[config.mk]
export PLATFORM = sky130hd
export DESIGN_NAME = odet_device_flat
export DESIGN_NICKNAME = d
export VERILOG_FILES = /design/src/odet_pkg.sv /design/src/odet_if.sv /design/src/odet_device.sv /design/src/flat_wrapper.sv
export SDC_FILE = /design/constraint.sdc
export NUM_CORES = 1
export LEC_CHECK = 0
export ABC_AREA = 1
export CAP_MARGIN = 30
export CORE_ASPECT_RATIO = 1.1
export CORE_UTILIZATION = 55
export CTS_CLUSTER_DIAMETER = 60
export CTS_CLUSTER_SIZE = 24
export DETAILED_ROUTE_END_ITERATION = 8
export DONT_BUFFER_PORTS = 1
export PLACE_DENSITY_LB_ADDON = 0.3
export SETUP_SLACK_MARGIN = 0.02
export SLEW_MARGIN = 20
export SYNTH_ARGS = -nofsm -noshare
export SYNTH_HDL_FRONTEND = slang
export SYNTH_SLANG_ARGS = --single-unit
export TNS_END_PERCENT = 1
[constraint.sdc]
create_clock -name pclk -period 8.95 [get_ports pclk]
set_input_delay 0.4475 -clock pclk [delete_from_list [all_inputs] [get_ports pclk]]
set_output_delay 0.4475 -clock pclk [all_outputs]
set_load 0.1 [all_outputs]
[src/odet_pkg.sv]
// odet_pkg: shared constants and types of the orientation detector and its host
// assumes: accel samples are signed 8-bit at 32 counts/g, registers 8 bits wide
package odet_pkg;

  // device register offsets
  localparam logic [7:0]  ODET_ANGLE_OFF      = 8'h5C;
  localparam logic [7:0]  ODET_DEADBAND_OFF   = 8'h5F;
  localparam logic [7:0]  ODET_CTRL_OFF       = 8'h1B;
  localparam logic [7:0]  ODET_QUAL_OFF       = 8'h5E;
  localparam logic [7:0]  ODET_STATE_OFF      = 8'h10;

  // device reset values
  localparam logic [7:0]  ODET_ANGLE_RST      = 8'h0C;
  localparam logic [7:0]  ODET_DEADBAND_RST   = 8'h14;
  localparam logic [7:0]  ODET_CTRL_RST       = 8'h00;
  localparam logic [7:0]  ODET_QUAL_RST       = 8'h00;

  // device field positions
  localparam int          ODET_ENABLE_BIT     = 7;
  localparam int          ODET_BAND_MSB       = 4;
  localparam int          ODET_TRIM_LSB       = 5;

  // classification limits, counts at 32 counts/g
  localparam logic [7:0]  ODET_COUNTS_PER_G   = 8'h20;
  localparam logic [7:0]  ODET_MAJOR_LIM      = 8'h1B;
  localparam logic [7:0]  ODET_MINOR_BASE     = 8'h16;
  localparam logic [7:0]  ODET_MINOR_DEF      = 8'h10;
  localparam logic [7:0]  ODET_BAND_DEF       = 8'h14;
  localparam logic [7:0]  ODET_LOW_SLOPE_NUM  = 8'h03;
  localparam logic [7:0]  ODET_LOW_SLOPE_DEN  = 8'h0A;
  localparam logic [7:0]  ODET_HIGH_SLOPE_NUM = 8'h10;
  localparam logic [7:0]  ODET_HIGH_SLOPE_DEN = 8'h0B;
  localparam logic [7:0]  ODET_MIN_ANGLE_CNT  = 8'h06;

  // host APB register offsets
  localparam logic [11:0] ODET_H_CMD_OFF      = 12'h000;
  localparam logic [11:0] ODET_H_STATUS_OFF   = 12'h004;
  localparam logic [11:0] ODET_H_INT_OFF      = 12'h008;
  localparam logic [11:0] ODET_H_MASK_OFF     = 12'h00C;

  // host field positions
  localparam int          ODET_CMD_WRITE_BIT  = 16;
  localparam int          ODET_CMD_ADDR_LSB   = 8;
  localparam int          ODET_INT_DONE       = 0;
  localparam int          ODET_INT_ORIENT     = 1;
  localparam int          ODET_INT_REFUSED    = 2;
  localparam int          ODET_INT_W          = 3;
  localparam logic [2:0]  ODET_INT_RST        = 3'h0;

  typedef enum logic [2:0] {
    ODET_FACE_UP,
    ODET_FACE_DOWN,
    ODET_ROT_0,
    ODET_ROT_90,
    ODET_ROT_180,
    ODET_ROT_270
  } odet_orient_t;

  typedef enum logic [1:0] {
    ODET_H_IDLE,
    ODET_H_TRIM_RD,
    ODET_H_XFER
  } odet_hstate_t;

endpackage : odet_pkg

[src/odet_if.sv]
// odet_if: register port and orientation report between device and host
// assumes: both ends on the same pclk, device answers every request once
`timescale 1ns/10ps
interface odet_if;
  import odet_pkg::*;
  logic               reg_req;
  logic               reg_we;
  logic [7:0]         reg_addr;
  logic [7:0]         reg_wdata;
  logic [7:0]         reg_rdata;
  logic               reg_ack;
  odet_orient_t       orient_state;
  logic               orient_evt;

  modport dev (
    input  reg_req,
    input  reg_we,
    input  reg_addr,
    input  reg_wdata,
    output reg_rdata,
    output reg_ack,
    output orient_state,
    output orient_evt
  );

  modport host (
    output reg_req,
    output reg_we,
    output reg_addr,
    output reg_wdata,
    input  reg_rdata,
    input  reg_ack,
    input  orient_state,
    input  orient_evt
  );
endinterface : odet_if

[src/odet_device.sv]
// odet_device: orientation classifier with tilt threshold, deadband and qualify count
// assumes: one accel sample set per smp_valid pulse, host end of odet_if on pclk
//
// Contract
// - report face-up, face-down and four rotation states
// - eight-bit read-write tilt angle threshold register
// - tilt threshold resets to 0x0C
// - host keeps threshold at or above ten degrees
// - host clears enable before config writes; odet_host refuses them while enabled instead
// - rotation changes only above tilt threshold
// - below threshold, z sign picks face up/down
// - threshold counts are sine times 32
// - default limits 0.866 g major, 0.5 g minor
// - default rotation at 60, return at 30 degrees
// - five-bit deadband field resets to 10100
// - deadband widens hysteresis up to 45 degrees
// - host preserves trim bits when writing deadband
// - eight-bit sample counter qualifies each change
// - one qualify count equals one sample period
`timescale 1ns/10ps
module odet_device
  import odet_pkg::*;
(
  input  wire logic        pclk,
  input  wire logic        presetn,
  input  wire logic        ce,
  odet_if.dev              bus,
  input  wire logic        smp_valid,
  input  wire logic [7:0]  ax,
  input  wire logic [7:0]  ay,
  input  wire logic [7:0]  az,
  output odet_orient_t     orient_o,
  output logic             orient_change_o
);

  // configuration registers
  logic [7:0]   ctrl_reg;
  logic [7:0]   angle_reg;
  logic [7:0]   deadband_reg;
  logic [7:0]   qual_reg;

  // register port state
  logic         ack_reg;
  logic [7:0]   rdata_reg;

  // classification state
  odet_orient_t report_reg;
  odet_orient_t pend_reg;
  logic [7:0]   cnt_reg;
  logic         change_reg;

  odet_orient_t cand;
  odet_orient_t rot_cand;
  odet_orient_t report_next;
  odet_orient_t pend_next;
  logic [7:0]   cnt_next;

  // register access decode
  wire take     = bus.reg_req & ~ack_reg;
  wire wr       = take & bus.reg_we;
  wire running  = ctrl_reg[ODET_ENABLE_BIT];
  // config writes ignored while the engine runs
  wire cfg_open = ~running;
  wire wr_ctrl  = wr & (bus.reg_addr == ODET_CTRL_OFF);
  wire wr_angle = wr & cfg_open & (bus.reg_addr == ODET_ANGLE_OFF);
  wire wr_band  = wr & cfg_open & (bus.reg_addr == ODET_DEADBAND_OFF);
  wire wr_qual  = wr & cfg_open & (bus.reg_addr == ODET_QUAL_OFF);

  wire [7:0] rd_mux =
      (bus.reg_addr == ODET_CTRL_OFF)     ? ctrl_reg :
      (bus.reg_addr == ODET_ANGLE_OFF)    ? angle_reg :
      (bus.reg_addr == ODET_DEADBAND_OFF) ? deadband_reg :
      (bus.reg_addr == ODET_QUAL_OFF)     ? qual_reg :
      (bus.reg_addr == ODET_STATE_OFF)    ? {5'h00, report_reg} : 8'h00;

  // magnitudes of the horizontal axes
  wire       ax_neg = ax[7];
  wire       ay_neg = ay[7];
  wire [7:0] ax_mag = ax_neg ? 8'(~ax + 8'h01) : ax;
  wire [7:0] ay_mag = ay_neg ? 8'(~ay + 8'h01) : ay;

  // tilt: horizontal gravity against sine of the threshold angle
  wire [16:0] tilt_sq   = 17'(ax_mag * ax_mag) + 17'(ay_mag * ay_mag);
  wire [16:0] thr_sq    = 17'(angle_reg * angle_reg);
  wire        tilt_ok   = tilt_sq > thr_sq;

  // deadband to minor-axis limit: 16 counts at the default, 0 at full scale
  wire [7:0] band8      = {3'h0, deadband_reg[ODET_BAND_MSB:0]};
  wire [7:0] low_drop   = 8'((band8 * ODET_LOW_SLOPE_NUM) / ODET_LOW_SLOPE_DEN);
  wire [7:0] high_drop  = 8'(((band8 - ODET_BAND_DEF) * ODET_HIGH_SLOPE_NUM)
                          / ODET_HIGH_SLOPE_DEN);
  wire       band_low   = band8 <= ODET_BAND_DEF;
  wire [7:0] minor_lim  = band_low ? 8'(ODET_MINOR_BASE - low_drop)
                                   : 8'(ODET_MINOR_DEF - high_drop);

  wire       ax_minor   = ax_mag < minor_lim;
  wire       ay_minor   = ay_mag < minor_lim;
  wire       ax_major   = ax_mag > ODET_MAJOR_LIM;
  wire       ay_major   = ay_mag > ODET_MAJOR_LIM;

  wire       z_down     = az[7];
  wire       sample_go  = smp_valid & running;

  always_comb begin
    rot_cand = report_reg;
    if (ax_minor & ay_major & ~ay_neg) begin
      rot_cand = ODET_ROT_0;
    end else if (ax_major & ~ax_neg & ay_minor) begin
      rot_cand = ODET_ROT_90;
    end else if (ax_minor & ay_major & ay_neg) begin
      rot_cand = ODET_ROT_180;
    end else if (ax_major & ax_neg & ay_minor) begin
      rot_cand = ODET_ROT_270;
    end
    // in the hysteresis band the reported state stands
  end

  always_comb begin
    if (!tilt_ok) begin
      cand = z_down ? ODET_FACE_DOWN : ODET_FACE_UP;
    end else begin
      cand = rot_cand;
    end
  end

  // qualification: count consecutive samples holding the same new state
  always_comb begin
    report_next = report_reg;
    pend_next   = pend_reg;
    cnt_next    = cnt_reg;
    if (sample_go) begin
      if (cand == report_reg) begin
        pend_next = report_reg;
        cnt_next  = 8'h00;
      end else if (cand != pend_reg) begin
        pend_next = cand;
        cnt_next  = 8'h01;
      end else if (cnt_reg != 8'hFF) begin
        cnt_next  = 8'(cnt_reg + 8'h01);
      end
      if ((cand != report_reg) && (cnt_next >= qual_reg)) begin
        report_next = cand;
        pend_next   = cand;
        cnt_next    = 8'h00;
      end
    end
  end

  assign orient_o         = report_reg;
  assign orient_change_o  = change_reg;
  assign bus.reg_ack      = ack_reg;
  assign bus.reg_rdata    = rdata_reg;
  assign bus.orient_state = report_reg;
  assign bus.orient_evt   = change_reg;

  always_ff @(posedge pclk or negedge presetn) begin
    if (!presetn) begin
      ctrl_reg     <= ODET_CTRL_RST;
      angle_reg    <= ODET_ANGLE_RST;
      deadband_reg <= ODET_DEADBAND_RST;
      qual_reg     <= ODET_QUAL_RST;
    end else if (ce) begin
      if (wr_ctrl) begin
        ctrl_reg <= bus.reg_wdata;
      end
      if (wr_angle) begin
        angle_reg <= bus.reg_wdata;
      end
      if (wr_band) begin
        deadband_reg <= bus.reg_wdata;
      end
      if (wr_qual) begin
        qual_reg <= bus.reg_wdata;
      end
    end
  end

  always_ff @(posedge pclk or negedge presetn) begin
    if (!presetn) begin
      ack_reg   <= 1'b0;
      rdata_reg <= 8'h00;
    end else if (ce) begin
      ack_reg <= take;
      if (take) begin
        rdata_reg <= rd_mux;
      end
    end
  end

  always_ff @(posedge pclk or negedge presetn) begin
    if (!presetn) begin
      report_reg <= ODET_FACE_UP;
      pend_reg   <= ODET_FACE_UP;
      cnt_reg    <= 8'h00;
      change_reg <= 1'b0;
    end else if (ce) begin
      report_reg <= report_next;
      pend_reg   <= pend_next;
      cnt_reg    <= cnt_next;
      change_reg <= report_next != report_reg;
    end
  end

endmodule : odet_device

[src/flat_wrapper.sv]
// flat-port wrapper written by rule: the top's interface ports become plain ports
module odet_device_flat import odet_pkg::*;
  (pclk, presetn, ce, smp_valid, ax, ay, az, orient_o, orient_change_o, bus_reg_req, bus_reg_we, bus_reg_addr, bus_reg_wdata, bus_reg_rdata, bus_reg_ack, bus_orient_state, bus_orient_evt);
  odet_if bus_i ();
  input  wire logic pclk;
  input  wire logic presetn;
  input  wire logic ce;
  input  wire logic smp_valid;
  input  wire logic [7:0] ax;
  input  wire logic [7:0] ay;
  input  wire logic [7:0] az;
  output odet_orient_t orient_o;
  output logic orient_change_o;
  input wire logic [$bits(bus_i.reg_req)-1:0] bus_reg_req;
  input wire logic [$bits(bus_i.reg_we)-1:0] bus_reg_we;
  input wire logic [$bits(bus_i.reg_addr)-1:0] bus_reg_addr;
  input wire logic [$bits(bus_i.reg_wdata)-1:0] bus_reg_wdata;
  output wire logic [$bits(bus_i.reg_rdata)-1:0] bus_reg_rdata;
  output wire logic [$bits(bus_i.reg_ack)-1:0] bus_reg_ack;
  output wire logic [$bits(bus_i.orient_state)-1:0] bus_orient_state;
  output wire logic [$bits(bus_i.orient_evt)-1:0] bus_orient_evt;
  assign bus_i.reg_req = bus_reg_req;
  assign bus_i.reg_we = bus_reg_we;
  assign bus_i.reg_addr = bus_reg_addr;
  assign bus_i.reg_wdata = bus_reg_wdata;
  assign bus_reg_rdata = bus_i.reg_rdata;
  assign bus_reg_ack = bus_i.reg_ack;
  assign bus_orient_state = bus_i.orient_state;
  assign bus_orient_evt = bus_i.orient_evt;
  odet_device u_core (.pclk(pclk), .presetn(presetn), .ce(ce), .bus(bus_i), .smp_valid(smp_valid), .ax(ax), .ay(ay), .az(az), .orient_o(orient_o), .orient_change_o(orient_change_o));
endmodule
Yosys cells after proc, flatten, opt, wreduce, memory -nomap -nowiden
Cells that the tools add are included.

Register bits after elaboration: 56. Input bits: 46. Output and inout port bits: 17. Word-level logic and storage cells: 94.

Add/sub/neg operators: 7. Multiply operators: 4. Div/mod/pow operators: 2. Order comparisons: 7. Equality and inequality tests: 10. Multiplexer cells: 24. Bitwise logic cells: 21. Reductions and logical operators: 9.

Operators with widths (number): 2-to-1 mux 8 bit (12); multiplier 8 x 8 -> 16 bit (3); 2-to-1 mux 3 bit (11); adder 8 x 1 -> 8 bit, second input constant (3); equality test 8 x 7 -> 1 bit, second input constant (3); adder 16 x 16 -> 17 bit (1); > comparator 17 x 16 -> 1 bit (1); divider 8 x 4 -> 8 bit, second input constant (2); equality test 8 x 5 -> 1 bit, second input constant (2); > comparator 8 x 5 -> 1 bit, second input constant (2); less-than comparator 8 bit (2); NOT 8 bit (2); subtractor 5 x 8 -> 8 bit, first input constant (2); AND 1 bit (15); AND reduction 2 bit (6); inequality test 3 bit (3); greater-or-equal comparator 8 bit (1); inequality test 8 bit, second input constant (1); multiplier 5 x 2 -> 7 bit, second input constant (1); less-or-equal comparator 5 bit, second input constant (1); NOT 1 bit (4); subtractor 4 x 3 -> 4 bit, second input constant (1); equality test 3 bit (1); AND reduction 3 bit (1); 3 further kinds (3).

Depth between registers and ports, before layout
Gate-level depths: netlist (run 1).

Word-level depth: 20. Mapped depth: 59. Depth with buffers taken out: 58.

Worst setup path after synthesis (run 1)
Ideal clock, no wire load.

Kind: input to register. Start point: in ax[0]. End point: reg u_core.cnt_reg[1]. Library setup time: 0.117 ns. Data arrival time: 8.892 ns. Required time: 8.833 ns. Path slack: -0.059 ns. Stages on the path: 51. Path buffers: 0. Cells stage by stage: clkinv_1 -> ha_1 -> or2_1 -> xor2_1 -> inv_2 -> nor2_1 -> fa_1 -> inv_1 -> fa_1 -> inv_1 -> fa_1 -> fa_1 -> fa_1 -> fa_1 -> ha_1 -> a21oi_1 -> and2_1 -> inv_1 -> [15 not listed] -> or2_2 -> nand2_2 -> nand2_1 -> nand2_1 -> nand3_4 -> nand2_4 -> nor2_2 -> ha_1 -> nand2_1 -> nor2_1 -> nand4_1 -> and3_1 -> inv_1 -> nand2_1 -> nand2_1 -> inv_2 -> nand2_1 -> nand2_1.

Longest elaborated chain between the ends: 18. Elaborated cells between the ends (all ways): 29. Classes of those cells: 2 x add/sub; 1 x mul; 4 x order compare; 3 x eq/ne; 10 x mux; 8 x bitwise; 1 x reduce/logical.

RTL lines: start, declared (line flat_wrapper.sv:9) `input wire logic [7:0] ax;`; NOT 8 bit (line odet_device.sv:79) `wire [7:0] ax_mag = ax_neg ? 8'(~ax + 8'h01) : ax;`; adder 8 x 1 -> 8 bit (line odet_device.sv:79); 2-to-1 mux 8 bit (*) (line odet_device.sv:79); parallel branches: the longest is 7 deep, another holds adder 16 x 16 -> 17 bit; 2-to-1 mux 3 bit (*) (line odet_device.sv:119) `if (!tilt_ok) begin`; inequality test 3 bit (line odet_device.sv:135) `end else if (cand != pend_reg) begin`; 2-to-1 mux 8 bit (line odet_device.sv:135); 2-to-1 mux 8 bit (line odet_device.sv:132) `if (cand == report_reg) begin`; 2-to-1 mux 8 bit (line odet_device.sv:131) `if (sample_go) begin`; greater-or-equal comparator 8 bit (line odet_device.sv:141) `if ((cand != report_reg) && (cnt_next >= qual_reg)) begin`; logical AND 1 bit (line odet_device.sv:141); 2-to-1 mux 8 bit (*) (line odet_device.sv:141); end signal, assigned (line odet_device.sv:199) `cnt_reg <= cnt_next;`; end, declared (line odet_device.sv:49) `logic [7:0] cnt_reg;`.

Mark *: on every way between the ends. The select of a mux whose other input is x is not followed. A chain may end at the register's enable or synchronous reset.

Worst setup path in the final report (run 1)
Start point: in ax[0]. End point: reg u_core.pend_reg[1].

Longest elaborated chain between the ends: 19. Elaborated cells between the ends (all ways): 33. Classes of those cells: 2 x add/sub; 1 x mul; 4 x order compare; 3 x eq/ne; 12 x mux; 8 x bitwise; 3 x reduce/logical.

RTL lines: NOT 8 bit (line odet_device.sv:79); adder 8 x 1 -> 8 bit (line odet_device.sv:79); 2-to-1 mux 8 bit (*) (line odet_device.sv:79); parallel branches: the longest is 7 deep, another holds adder 16 x 16 -> 17 bit; 2-to-1 mux 3 bit (*) (line odet_device.sv:119); inequality test 3 bit (line odet_device.sv:135); 2-to-1 mux 8 bit (line odet_device.sv:135); 2-to-1 mux 8 bit (line odet_device.sv:132); 2-to-1 mux 8 bit (line odet_device.sv:131); greater-or-equal comparator 8 bit (line odet_device.sv:141); logical AND 1 bit (line odet_device.sv:141); nonzero test 3 bit (no source line); AND reduction 3 bit (no source line); end signal, assigned (line odet_device.sv:198) `pend_reg <= pend_next;`; end, declared (line odet_device.sv:48) `odet_orient_t pend_reg;`.

Marked as above.

==> summary.txt, run 1 <==
Vias per Instance -> 5.22
Post-Route WL -> 23.4 mm
transition time at the pin with the least slew margin -> 1.03 ns
top flip-flop cell by instance count after synthesis -> sky130_fd_sc_hd__dfrtp_1
final layout net count -> 1677
number of antenna cells inserted -> 0
vertical die dimension -> 143 µm
Leakage Power -> 6.20 nW
post-CTS clock slew at the launch and capture registers of the worst setup and hold paths -> 0.08 ns
number of max-cap violations -> 0
violations in the final reports -> hold timing
placed instance count -> 1611
element type at the critical path start -> input port
total power divided by cell area -> 395 nW/µm²
type of the most critical hold path -> input port to async pin
setup repair after global routing missed its margin -> true
average wire length per cell after detail routing -> 14.3 µm
highest clock frequency the design can meet -> 0.113 GHz
Die Footprint -> 18500 µm²
Congestion Overflow GR -> 0
Max stage delay cell, worst path -> sky130_fd_sc_hd__fa_1
clk_skew -> 0.00928 ns
mean instance size in the synthesized netlist -> 7.60 µm²
fill cell total of the finished layout -> 1558
post-synthesis sequential element count -> 56
Worst Setup Path Type -> input port to flip-flop
initial core utilization -> 56.0%
flop-to-flop setup slack -> 1.26 ns
data arrival time of the critical path -> 9.06 ns
most common cell after layout, fill and taps aside -> sky130_fd_sc_hd__nand2_1
number of warning messages in the yosys log -> 0
All-Layer GR Usage -> 26.4%
HPWL after detailed placement -> 19.5 mm
maximum number of pins on one net before global-route repair -> 57
first drt pass iteration count -> 5
number of buffers between clock root and the deepest sink -> 2
number of levels in the clock H-tree -> 2
cells after synthesis -> 1301
Internal -> 2.21 mW
final critical delay including setup and external delays -> 8.86 ns
minimum setup slack after placement -> -0.550 ns
post-route clock period utilization -> 99.0%
DRC violation count after routing -> 0
initial antenna violation count -> 0
global-route wire length before repair -> 38.9 mm
Net Sw Frac -> 50.6%
count of flip-flops with a built-in enable after synthesis -> 0
fraction of layout instances using a drive strength above 1 -> 16.6%
unique cell type count in the Yosys netlist -> 55
total number of vias -> 8521
final worst-path setup slack -> 0.0885 ns
mapped cell area -> 9890 µm²
share of synthesized area occupied by flip-flops and latches -> 14.2%
share of power burned in combinational logic -> 88.5%
area of the core -> 17700 µm²
Die Span X -> 130 µm
endpoints failing hold -> 3
depth of the worst register-to-register path -> 43
worst r2r src -> u_core.angle_reg[2]
maximum vdd drop -> 0.384 mV
synthesis-to-finish area growth -> 14.6%
Starting DRT DRC Count -> 448
clock network fraction of total power -> 4.6%
Switch Pwr -> 2.26 mW
maximum fanout along the worst path -> 6
Final setup viols -> 0
total CTS buffers -> 5
commonest cells after routing, fill and taps aside -> 267 x sky130_fd_sc_hd__nand2_1, 262 x sky130_fd_sc_hd__inv_1, 127 x sky130_fd_sc_hd__ha_1
minimum hold slack -> -0.000985 ns
latest clock arrival within the worst-skew pair -> 0.30 ns
post-route antenna net violation count -> 0
fraction of power consumed by sequential logic -> 6.8%
CTS tree -> yes
FP Rows -> 51
relative max-transition margin -> 31.6%
CP peak stage delay -> 0.58 ns
proportion of synthesized flip-flops having asynchronous set or reset -> 100%
number of standard cells in the final layout excluding fillers -> 1632
kind of capture point of the worst setup path -> flip-flop
run status -> complete, but fails checks
most frequent cell on the critical path -> sky130_fd_sc_hd__fa_1
total of buffers placed on input and output ports -> 0
number of top-level pins -> 63
number of global-route vias before repair -> 8483
Tot Pwr -> 4.47 mW
sinks on the clock net -> 56
RePlAce Congestion -> 0.868
final max-slew violation count -> 0
Critical R2R Capture -> u_core.pend_reg[1]
required time of the worst setup path -> 9.15 ns
clock tree root driver cell -> sky130_fd_sc_hd__clkbuf_16
## per-layer routing
metal | GRT usage (%) | vias to the layer above | wire [µm]
li1 | - | 4241 | -
met1 | 31.2 | 4092 | 9450
met2 | 50.7 | 160 | 12600
met3 | 2.25 | 28 | 863
met4 | 6.24 | 0 | 431
met5 | 0 | - | 0
## timing repair
action,in CTS,in global routing
resized for setup,23,41
pin swaps,17,36
setup buffers,8,4
hold buffers,1,0
endpoints found under the hold margin,56,0
setup endpoints to repair,15,15
## synthesized netlist by cell type (3+ instances only)
library cell | instances | area share (%)
sky130_fd_sc_hd__a31oi_1 | 6 | 0.38
sky130_fd_sc_hd__o2bb2ai_1 | 3 | 0.27
sky130_fd_sc_hd__nand3_2 | 10 | 1.0
sky130_fd_sc_hd__dfrtp_1 | 52 | 13
sky130_fd_sc_hd__nand2_2 | 15 | 0.95
sky130_fd_sc_hd__nor2_2 | 8 | 0.51
sky130_fd_sc_hd__dfstp_2 | 4 | 1.1
sky130_fd_sc_hd__clkbuf_1 | 18 | 0.68
sky130_fd_sc_hd__or2_2 | 7 | 0.44
sky130_fd_sc_hd__nand2_4 | 7 | 0.80
sky130_fd_sc_hd__inv_2 | 10 | 0.38
sky130_fd_sc_hd__a21o_1 | 3 | 0.23
sky130_fd_sc_hd__nand3_1 | 53 | 2.7
sky130_fd_sc_hd__a221oi_1 | 4 | 0.35
sky130_fd_sc_hd__ha_1 | 137 | 17
sky130_fd_sc_hd__xor2_1 | 28 | 2.5
sky130_fd_sc_hd__o21bai_1 | 4 | 0.30
sky130_fd_sc_hd__fa_1 | 101 | 20
sky130_fd_sc_hd__xnor2_1 | 18 | 1.6
sky130_fd_sc_hd__nor4_1 | 7 | 0.44
sky130_fd_sc_hd__clkinv_1 | 3 | 0.11
sky130_fd_sc_hd__o21ai_0 | 63 | 3.2
sky130_fd_sc_hd__nand4_1 | 10 | 0.63
sky130_fd_sc_hd__nor3_1 | 8 | 0.40
sky130_fd_sc_hd__buf_4 | 5 | 0.38
sky130_fd_sc_hd__o22ai_1 | 3 | 0.19
sky130_fd_sc_hd__inv_1 | 270 | 10
sky130_fd_sc_hd__or2_1 | 3 | 0.19
sky130_fd_sc_hd__nand3b_1 | 6 | 0.46
sky130_fd_sc_hd__a2111oi_0 | 3 | 0.27
sky130_fd_sc_hd__o21ai_1 | 11 | 0.56
sky130_fd_sc_hd__nand2_1 | 275 | 10
sky130_fd_sc_hd__nor2_1 | 75 | 2.8
sky130_fd_sc_hd__a21oi_1 | 44 | 2.2
## critical path: cells and delay by family
kind | cells | cell delay (ns)
XOR/XNOR | 2 | 0.37
adder cells (fa/ha/maj) | 10 | 4.13
AND/OR/NAND/NOR | 22 | 2.53
buffers and inverters | 9 | 0.65
AO/OA/AOI/OAI | 7 | 0.87
## how the worst max path moves through the flow
| stage | startpoint | end | slack, ns | cells past startpoint |
|---|---|---|---|---|
| finish | ax[0] | u_core.pend_reg[1] | 0.09 | 50 |
| global route | ax[0] | u_core.pend_reg[1] | -0.35 | 53 |
| CTS | ax[0] | u_core.cnt_reg[7] | 0.03 | 50 |
| detailed placement | ax[0] | u_core.pend_reg[1] | -0.55 | 50 |
| global placement | ax[0] | u_core.cnt_reg[4] | -0.42 | 50 |
| floorplan | ay[0] | u_core.cnt_reg[1] | 0.07 | 54 |
## logic make-up after synthesis
| group | after synthesis | share of synthesized area (%) |
|---|---|---|
| AOI/OAI and AO/OA | 158 | 9.30 |
| xor gates and xnor gates | 47 | 4.24 |
| adders and majority gates | 238 | 37.8 |
| buffers and inverters | 308 | 11.9 |
| DFF | 56 | 14.2 |
| other | 2 | 0.0759 |
| and+or+nand+nor | 492 | 22.5 |
## power groups by stage
stage	Clock (mW)	Combinational [mW]	Sequential (mW)
4_1_cts	0.211	3.73	0.306
2_1_floorplan	0	2.27	0.294
3_5_place_dp	0	3.45	0.311
3_3_place_gp	0	3.37	0.311
6_report	0.208	3.96	0.306
5_1_grt	0.221	4.46	0.307
## through the flow
step	area [µm²]	TNS, ns	utilization, %
final	11300	0	64.2
after global routing	11300	-4.75	64.2
after CTS	11100	0	63.0
after detailed placement	10800	-7.57	61.0
after global placement	10800	-6.19	61.0
after floorplan	9940	0	-
## area by class of cell
class                           count  area, µm²  area share, %
Clock inverter                      3       28.8          0.254
Tap cell                          238        298           2.63
Timing Repair Buffer               99        767           6.76
Sequential cell                    56       1410           12.4
Multi-Input combinational cell    947       7630           67.3
Clock buffer                        5        125           1.10
Inverter                          284       1080           9.50
Note: power is estimated with default switching activity, not from simulation.
==> run 2, diff against run 1 <==
- CELL_PAD_IN_SITES_DETAIL_PLACEMENT: not set -> 0
- CELL_PAD_IN_SITES_GLOBAL_PLACEMENT: not set -> 1
- CORE_UTILIZATION: 55 -> 50
==> summary.txt, run 2 (synthesis gave the netlist of run 1 again) <==
run status -> complete, no violations
Vias per Instance -> 5.00 (-4.2%)
Die Footprint -> 20400 µm² (+9.8%)
Worst Setup EP -> u_core.cnt_reg[3]
Starting DRT DRC Count -> 324 (-28%)
endpoints failing hold -> 0 (-3)
synthesis-to-finish area growth -> 16.9%
fraction of layout instances using a drive strength above 1 -> 19.1% (+2.5 points)
worst r2r src -> u_core.deadband_reg[2]
data arrival time of the critical path -> 9.03 ns (-0.03 ns)
number of antenna cells inserted -> 0 (unchanged)
maximum vdd drop -> 0.391 mV (+1.9%)
first drt pass iteration count -> 5 (unchanged)
maximum number of pins on one net before global-route repair -> 57 (unchanged)
total CTS buffers -> 5 (unchanged)
Finished Cell Area -> 11600 µm² (+2.0%)
RePlAce Congestion -> 0.862 (-0.66%)
HPWL after detailed placement -> 19.6 mm (+0.54%)
worst setup path startpoint -> ax[0]
clock tree root driver cell -> sky130_fd_sc_hd__clkbuf_16
minimum hold slack -> 0.00131 ns (+0.00229 ns)
highest clock frequency the design can meet -> 0.113 GHz (+0.24%)
latest clock arrival within the worst-skew pair -> 0.30 ns (about the same)
post-route antenna net violation count -> 0 (unchanged)
final max-slew violation count -> 0 (unchanged)
total power divided by cell area -> 410 nW/µm² (+3.9%)
CP peak stage delay -> 0.57 ns (about the same)
depth of the worst register-to-register path -> 55 (+28%)
type of the most critical hold path -> input port to async pin
placed cell areas -> 10800 µm² (+0.45%)
sinks on the clock net -> 56 (unchanged)
Congestion Overflow GR -> 0 (unchanged)
Final setup viols -> 0 (unchanged)
flop-to-flop setup slack -> 1.27 ns (about the same)
final layout net count -> 1679 (+0.12%)
number of top-level pins -> 63 (unchanged)
Top Usage Layer GRT -> met2
initial core utilization -> 51.4% (-4.5 points)
met2 usage in global routing -> 44.2% (-6.5 points)
final cell utilization of the core -> 60.1% (-4.0 points)
number of max-cap violations -> 0 (unchanged)
Leakage Power -> 6.26 nW (+0.98%)
area occupied by multi-input gates -> 7800 µm² (+2.2%)
final critical delay including setup and external delays -> 8.84 ns (-0.0209 ns)
clk_skew -> 0.00866 ns (-0.000620 ns)
setup_tns -> 0 ns (unchanged)
vertical die dimension -> 150 µm (+4.8%)
Critical R2R Capture -> u_core.cnt_reg[3]
global routing met1 resource utilization -> 30.5% (-0.74 points)
maximum fanout along the worst path -> 7 (+1)
total number of vias -> 8222 (-3.5%)
setup repair after global routing missed its margin -> true
Die Span X -> 136 µm (+4.8%)
global-route wire length before repair -> 38.8 mm (-0.18%)
Post-Route WL -> 23.1 mm (-1.1%)
sequential standard cell area -> 1410 µm² (unchanged)
initial antenna violation count -> 0 (unchanged)
CTS tree -> yes
DRC violation count after routing -> 0 (unchanged)
area of the core -> 19200 µm² (+8.8%)
total of buffers placed on input and output ports -> 0 (unchanged)
Max stage delay cell, worst path -> sky130_fd_sc_hd__fa_1
fill cell total of the finished layout -> 1822 (+17%)
commonest cells after routing, fill and taps aside -> 258 x sky130_fd_sc_hd__inv_1, 256 x sky130_fd_sc_hd__nand2_1, 124 x sky130_fd_sc_hd__ha_1
most common cell after layout, fill and taps aside -> sky130_fd_sc_hd__inv_1
post-route clock period utilization -> 98.8% (-0.23 points)
number of global-route vias before repair -> 8474 (-0.11%)
element type at the critical path start -> input port
All-Layer GR Usage -> 23.8% (-2.5 points)
required time of the worst setup path -> 9.14 ns (about the same)
number of buffers between clock root and the deepest sink -> 2 (unchanged)
met3 capacity usage during global routing -> 1.69% (-0.55 points)
relative max-transition margin -> 31.2% (-0.37 points)
post-CTS clock slew at the launch and capture registers of the worst setup and hold paths -> 0.08 ns (about the same)
Worst Setup Path Type -> input port to flip-flop
number of levels in the clock H-tree -> 2 (unchanged)
transition time at the pin with the least slew margin -> 1.03 ns (+0.00552 ns)
average wire length per cell after detail routing -> 14.1 µm (-1.7%)
FP Rows -> 53 (+3.9%)
kind of capture point of the worst setup path -> flip-flop
## run 2: cell types whose count changed in the layout (fill, tap and decap cells not counted), moves of 3 or more
cell	delta
sky130_fd_sc_hd__fa_2	+3
sky130_fd_sc_hd__inv_1	-4
sky130_fd_sc_hd__nand2_1	-11
sky130_fd_sc_hd__nand2_2	+8
sky130_fd_sc_hd__ha_1	-3
sky130_fd_sc_hd__ha_4	+3
sky130_fd_sc_hd__a21oi_1	-5
sky130_fd_sc_hd__fa_1	-3
sky130_fd_sc_hd__nor2_4	+4
sky130_fd_sc_hd__nand2_4	+3
sky130_fd_sc_hd__a21oi_2	+5
sky130_fd_sc_hd__o21ai_0	-3
sky130_fd_sc_hd__nor2_2	-4
## run 2: worst min-delay path by stage
stage | endpoint | from | depth (start not counted)
3_3_place_gp | u_core.cnt_reg[3] | presetn | 0
4_1_cts | u_core.cnt_reg[3] | presetn | 1
3_5_place_dp | u_core.cnt_reg[3] | presetn | 0
2_1_floorplan | u_core.angle_reg[0] | presetn | 0
5_1_grt | u_core.cnt_reg[3] | presetn | 1
6_report | u_core.cnt_reg[1] | presetn | 1
## run 2: area by class of cell
type / count / share of cell area (%)
clock inverter: 3 / 0.249
clock buffer: 5 / 1.08
tap: 247 / 2.67
timing repair buffer: 101 / 6.83
sequential: 56 / 12.2
inverter: 284 / 9.46
multi-input combinational: 947 / 67.5
## run 2: timing repair
item	CTS	global route
buffers inserted	3	7
pin swaps	36	66
endpoints found under the hold margin	56	0
hold buffers	1	0
setup endpoints to repair	15	15
resized for setup	33	85
## run 2: metrics by stage
stage / power [mW] / setup slack, ns / instances
finish: 4.74 / 0.109 / 1643
global route: 5.25 / -0.383 / 1643
CTS: 4.24 / 0.0325 / 1636
detailed placement: 3.76 / -0.530 / 1625
global placement: 3.69 / -0.410 / 1625
floorplan: 2.56 / 0.0705 / 1311
## run 2: report_power, final
part	total, mW	internal [mW]	switching, mW
clock network	0.211	0.108	0.103
logic	4.22	2.02	2.21
registers	0.306	0.260	0.0462
## run 2: routing by layer
layer / share of wire, % / wire (µm) / vias to the layer above
met3: 1.8 / 426 / 18
met2: 51 / 11800 / 79
met5: 0 / 0 / -
met1: 46 / 10600 / 3883
met4: 1.5 / 343 / 0
li1: - / - / 4242
## run 2: critical path: cells and delay by family
kind | cells | cell delay, ns
fa+ha+maj | 10 | 4.07
simple gates | 26 | 2.74
compound gates | 8 | 0.95
buf+inv | 9 | 0.65
xor+xnor | 1 | 0.16
==> run 3, diff against run 2 <==
--- a/config.mk
+++ b/config.mk
@@ -12,4 +12,5 @@
 export CORE_ASPECT_RATIO = 1.1
 export CORE_UTILIZATION = 50
+export CTS_BUF_LIST = sky130_fd_sc_hd__clkbuf_8
 export CTS_CLUSTER_DIAMETER = 60
 export CTS_CLUSTER_SIZE = 24
==> constraint.sdc (replaced) <==
create_clock -name pclk -period 8.95 [get_ports pclk]
set_input_delay 1.79 -clock pclk [delete_from_list [all_inputs] [get_ports pclk]]
set_output_delay 1.79 -clock pclk [all_outputs]
set_load 0.1 [all_outputs]
==> summary.txt, run 3 (synthesis gave the netlist of run 1 again) <==
run status -> complete, but fails checks
violations in the final reports -> setup timing
global-route wire length before repair -> 38.3 mm (-1.4%)
Starting DRT DRC Count -> 335 (+3.4%)
latest clock arrival within the worst-skew pair -> 0.32 ns (+0.02 ns)
total number of vias -> 8361 (+1.7%)
number of max-cap violations -> 0 (unchanged)
synthesis-to-finish area growth -> 18.9%
maximum vdd drop -> 0.457 mV (+17%)
most frequent cell on the critical path -> sky130_fd_sc_hd__nand2_2
clock tree root driver cell -> sky130_fd_sc_hd__clkbuf_8
transition time at the pin with the least slew margin -> 1.03 ns (-0.00586 ns)
final critical delay including setup and external delays -> 10.11 ns (+1.27 ns)
most common cell after layout, fill and taps aside -> sky130_fd_sc_hd__nand2_1
placed cell areas -> 11000 µm² (+1.9%)
initial core utilization -> 51.4% (unchanged)
sinks on the clock net -> 56 (unchanged)
Finished Cell Area -> 11800 µm² (+1.8%)
Critical R2R Capture -> u_core.cnt_reg[7]
commonest cells after routing, fill and taps aside -> 256 x sky130_fd_sc_hd__nand2_1, 252 x sky130_fd_sc_hd__inv_1, 126 x sky130_fd_sc_hd__ha_1
total of buffers placed on input and output ports -> 0 (unchanged)
All-Layer GR Usage -> 23.6% (-0.21 points)
Worst Setup Path Type -> input port to flip-flop
minimum setup slack after placement -> -1.65 ns (-1.12 ns)
RePlAce Congestion -> 0.852 (-1.2%)
worst r2r src -> u_core.angle_reg[2]
fraction of layout instances using a drive strength above 1 -> 21.1% (+2.0 points)
FP Rows -> 53 (unchanged)
area of the core -> 19200 µm² (unchanged)
relative max-transition margin -> 31.6% (+0.39 points)
vertical die dimension -> 150 µm (unchanged)
DRC violation count after routing -> 0 (unchanged)
hold_sp -> u_core.qual_reg[6]
post-route clock period utilization -> 113% (+14 points)
final max-slew violation count -> 0 (unchanged)
maximum number of pins on one net before global-route repair -> 57 (unchanged)
highest clock frequency the design can meet -> 0.0989 GHz (-13%)
type of the most critical hold path -> flip-flop to flip-flop
number of hold-repair buffers added at the cts stage -> 0 (-1)
setup repair after global routing missed its margin -> true
final layout net count -> 1705 (+1.5%)
Tot Pwr -> 4.73 mW (-0.24%)
total CTS buffers -> 5 (unchanged)
kind of capture point of the worst setup path -> flip-flop
number of antenna cells inserted -> 0 (unchanged)
flop-to-flop setup slack -> 1.24 ns (-0.03 ns)
HPWL after detailed placement -> 19.3 mm (-1.3%)
number of top-level pins -> 63 (unchanged)
placed instance count -> 1639 (+0.86%)
total power divided by cell area -> 402 nW/µm² (-2.0%)
Congestion Overflow GR -> 0 (unchanged)
number of buffers between clock root and the deepest sink -> 2 (unchanged)
Die Footprint -> 20400 µm² (unchanged)
required time of the worst setup path -> 9.16 ns (+0.02 ns)
Vias per Instance -> 5.01 (+0.11%)
CTS tree -> yes
element type at the critical path start -> input port
maximum fanout along the worst path -> 7 (unchanged)
data arrival time of the critical path -> 10.32 ns (+1.29 ns)
setup_tns -> -16.59 ns (-16.59 ns)
Post-Route WL -> 23.0 mm (-0.59%)
Leakage Power -> 6.36 nW (+1.5%)
depth of the worst register-to-register path -> 44 (-20%)
post-CTS clock slew at the launch and capture registers of the worst setup and hold paths -> 0.10 ns (+0.02 ns)
post-route antenna net violation count -> 0 (unchanged)
number of levels in the clock H-tree -> 2 (unchanged)
initial antenna violation count -> 0 (unchanged)
endpoints failing hold -> 0 (unchanged)
clk_skew -> 0.0105 ns (+0.00183 ns)
Cells on Worst Hold Path -> 2
Max stage delay cell, worst path -> sky130_fd_sc_hd__fa_2
number of standard cells in the final layout excluding fillers -> 1669 (+1.6%)
fill cell total of the finished layout -> 1730 (-5.0%)
CP peak stage delay -> 0.61 ns (+0.04 ns)
final worst-path setup slack -> -1.16 ns (-1.27 ns)
Final setup viols -> 15 (+15)
average wire length per cell after detail routing -> 13.8 µm (-2.1%)
number of global-route vias before repair -> 8204 (-3.2%)
Hold Path Sink -> u_core.qual_reg[6]
first drt pass iteration count -> 5 (unchanged)
Die Span X -> 136 µm (unchanged)
-- run 3: cell count changes in the layout (fill, tap and decap cells not counted), moves of 5 or more --
cell                        change
sky130_fd_sc_hd__buf_4         +27
sky130_fd_sc_hd__inv_1          -6
sky130_fd_sc_hd__nor2_2         -5
sky130_fd_sc_hd__clkbuf_16      -5
sky130_fd_sc_hd__clkbuf_8       +5
sky130_fd_sc_hd__inv_2          +5
sky130_fd_sc_hd__nor2_4         +6
-- run 3: critical path, delay by kind of cell --
| family | cells | cell delay [ns] |
|---|---|---|
| and+or+nand+nor | 25 | 2.57 |
| buffers and inverters | 12 | 0.99 |
| xor gates and xnor gates | 1 | 0.14 |
| AOI/OAI and AO/OA | 6 | 0.78 |
| adders and majority gates | 10 | 4.02 |
-- run 3: worst max path at each step --
stage                                             to   from  slack, ns
after global placement             u_core.cnt_reg[6]  ax[1]      -1.54
after global routing               u_core.cnt_reg[7]  ay[0]      -1.56
after CTS                         u_core.pend_reg[1]  ax[0]      -1.22
after detailed placement  u_core.bus.orient_state[2]  ax[1]      -1.65
final                              u_core.cnt_reg[7]  ay[1]      -1.16
after floorplan                    u_core.cnt_reg[1]  ax[0]      -0.97
-- run 3: power by group --
part | leakage, nW | internal, mW | switching, mW | total, mW
logic | 5.55 | 2.07 | 2.20 | 4.27
registers | 0.757 | 0.260 | 0.0461 | 0.306
clock network | 0.0511 | 0.0594 | 0.0949 | 0.154
-- run 3: per-stage QoR --
step                hold slack [ns]  utilization [%]
floorplan                     0.448                -
global placement              0.462             57.4
detailed placement            0.473             57.4
CTS                           0.500             59.1
global route                  0.527             61.2
finish                        0.499             61.2
-- run 3: what timing repair did --
action                     CTS  global route
gates resized for setup     39            75
setup buffers               11            11
pin swaps                   50            75
setup endpoints to repair   15            15
-- run 3: area by class of cell --
cell class	count	area, µm²	share of cell area (%)
Clock buffer	5	68.8	0.585
Clock inverter	3	28.8	0.245
Inverter	284	1120	9.55
Multi-Input combinational cell	947	7850	66.7
Sequential cell	56	1410	12.0
Tap cell	247	309	2.63
Timing Repair Buffer	127	973	8.27
-- run 3: routing by layer --
metal	track usage, %	up-vias	share of wire, %	wire length (µm)
met5	0	-	0	0
met4	4.44	0	1.8	422
met3	1.63	25	2.7	613
met2	41.6	120	50	11600
met1	31.9	3919	45	10400
li1	-	4297	-	-
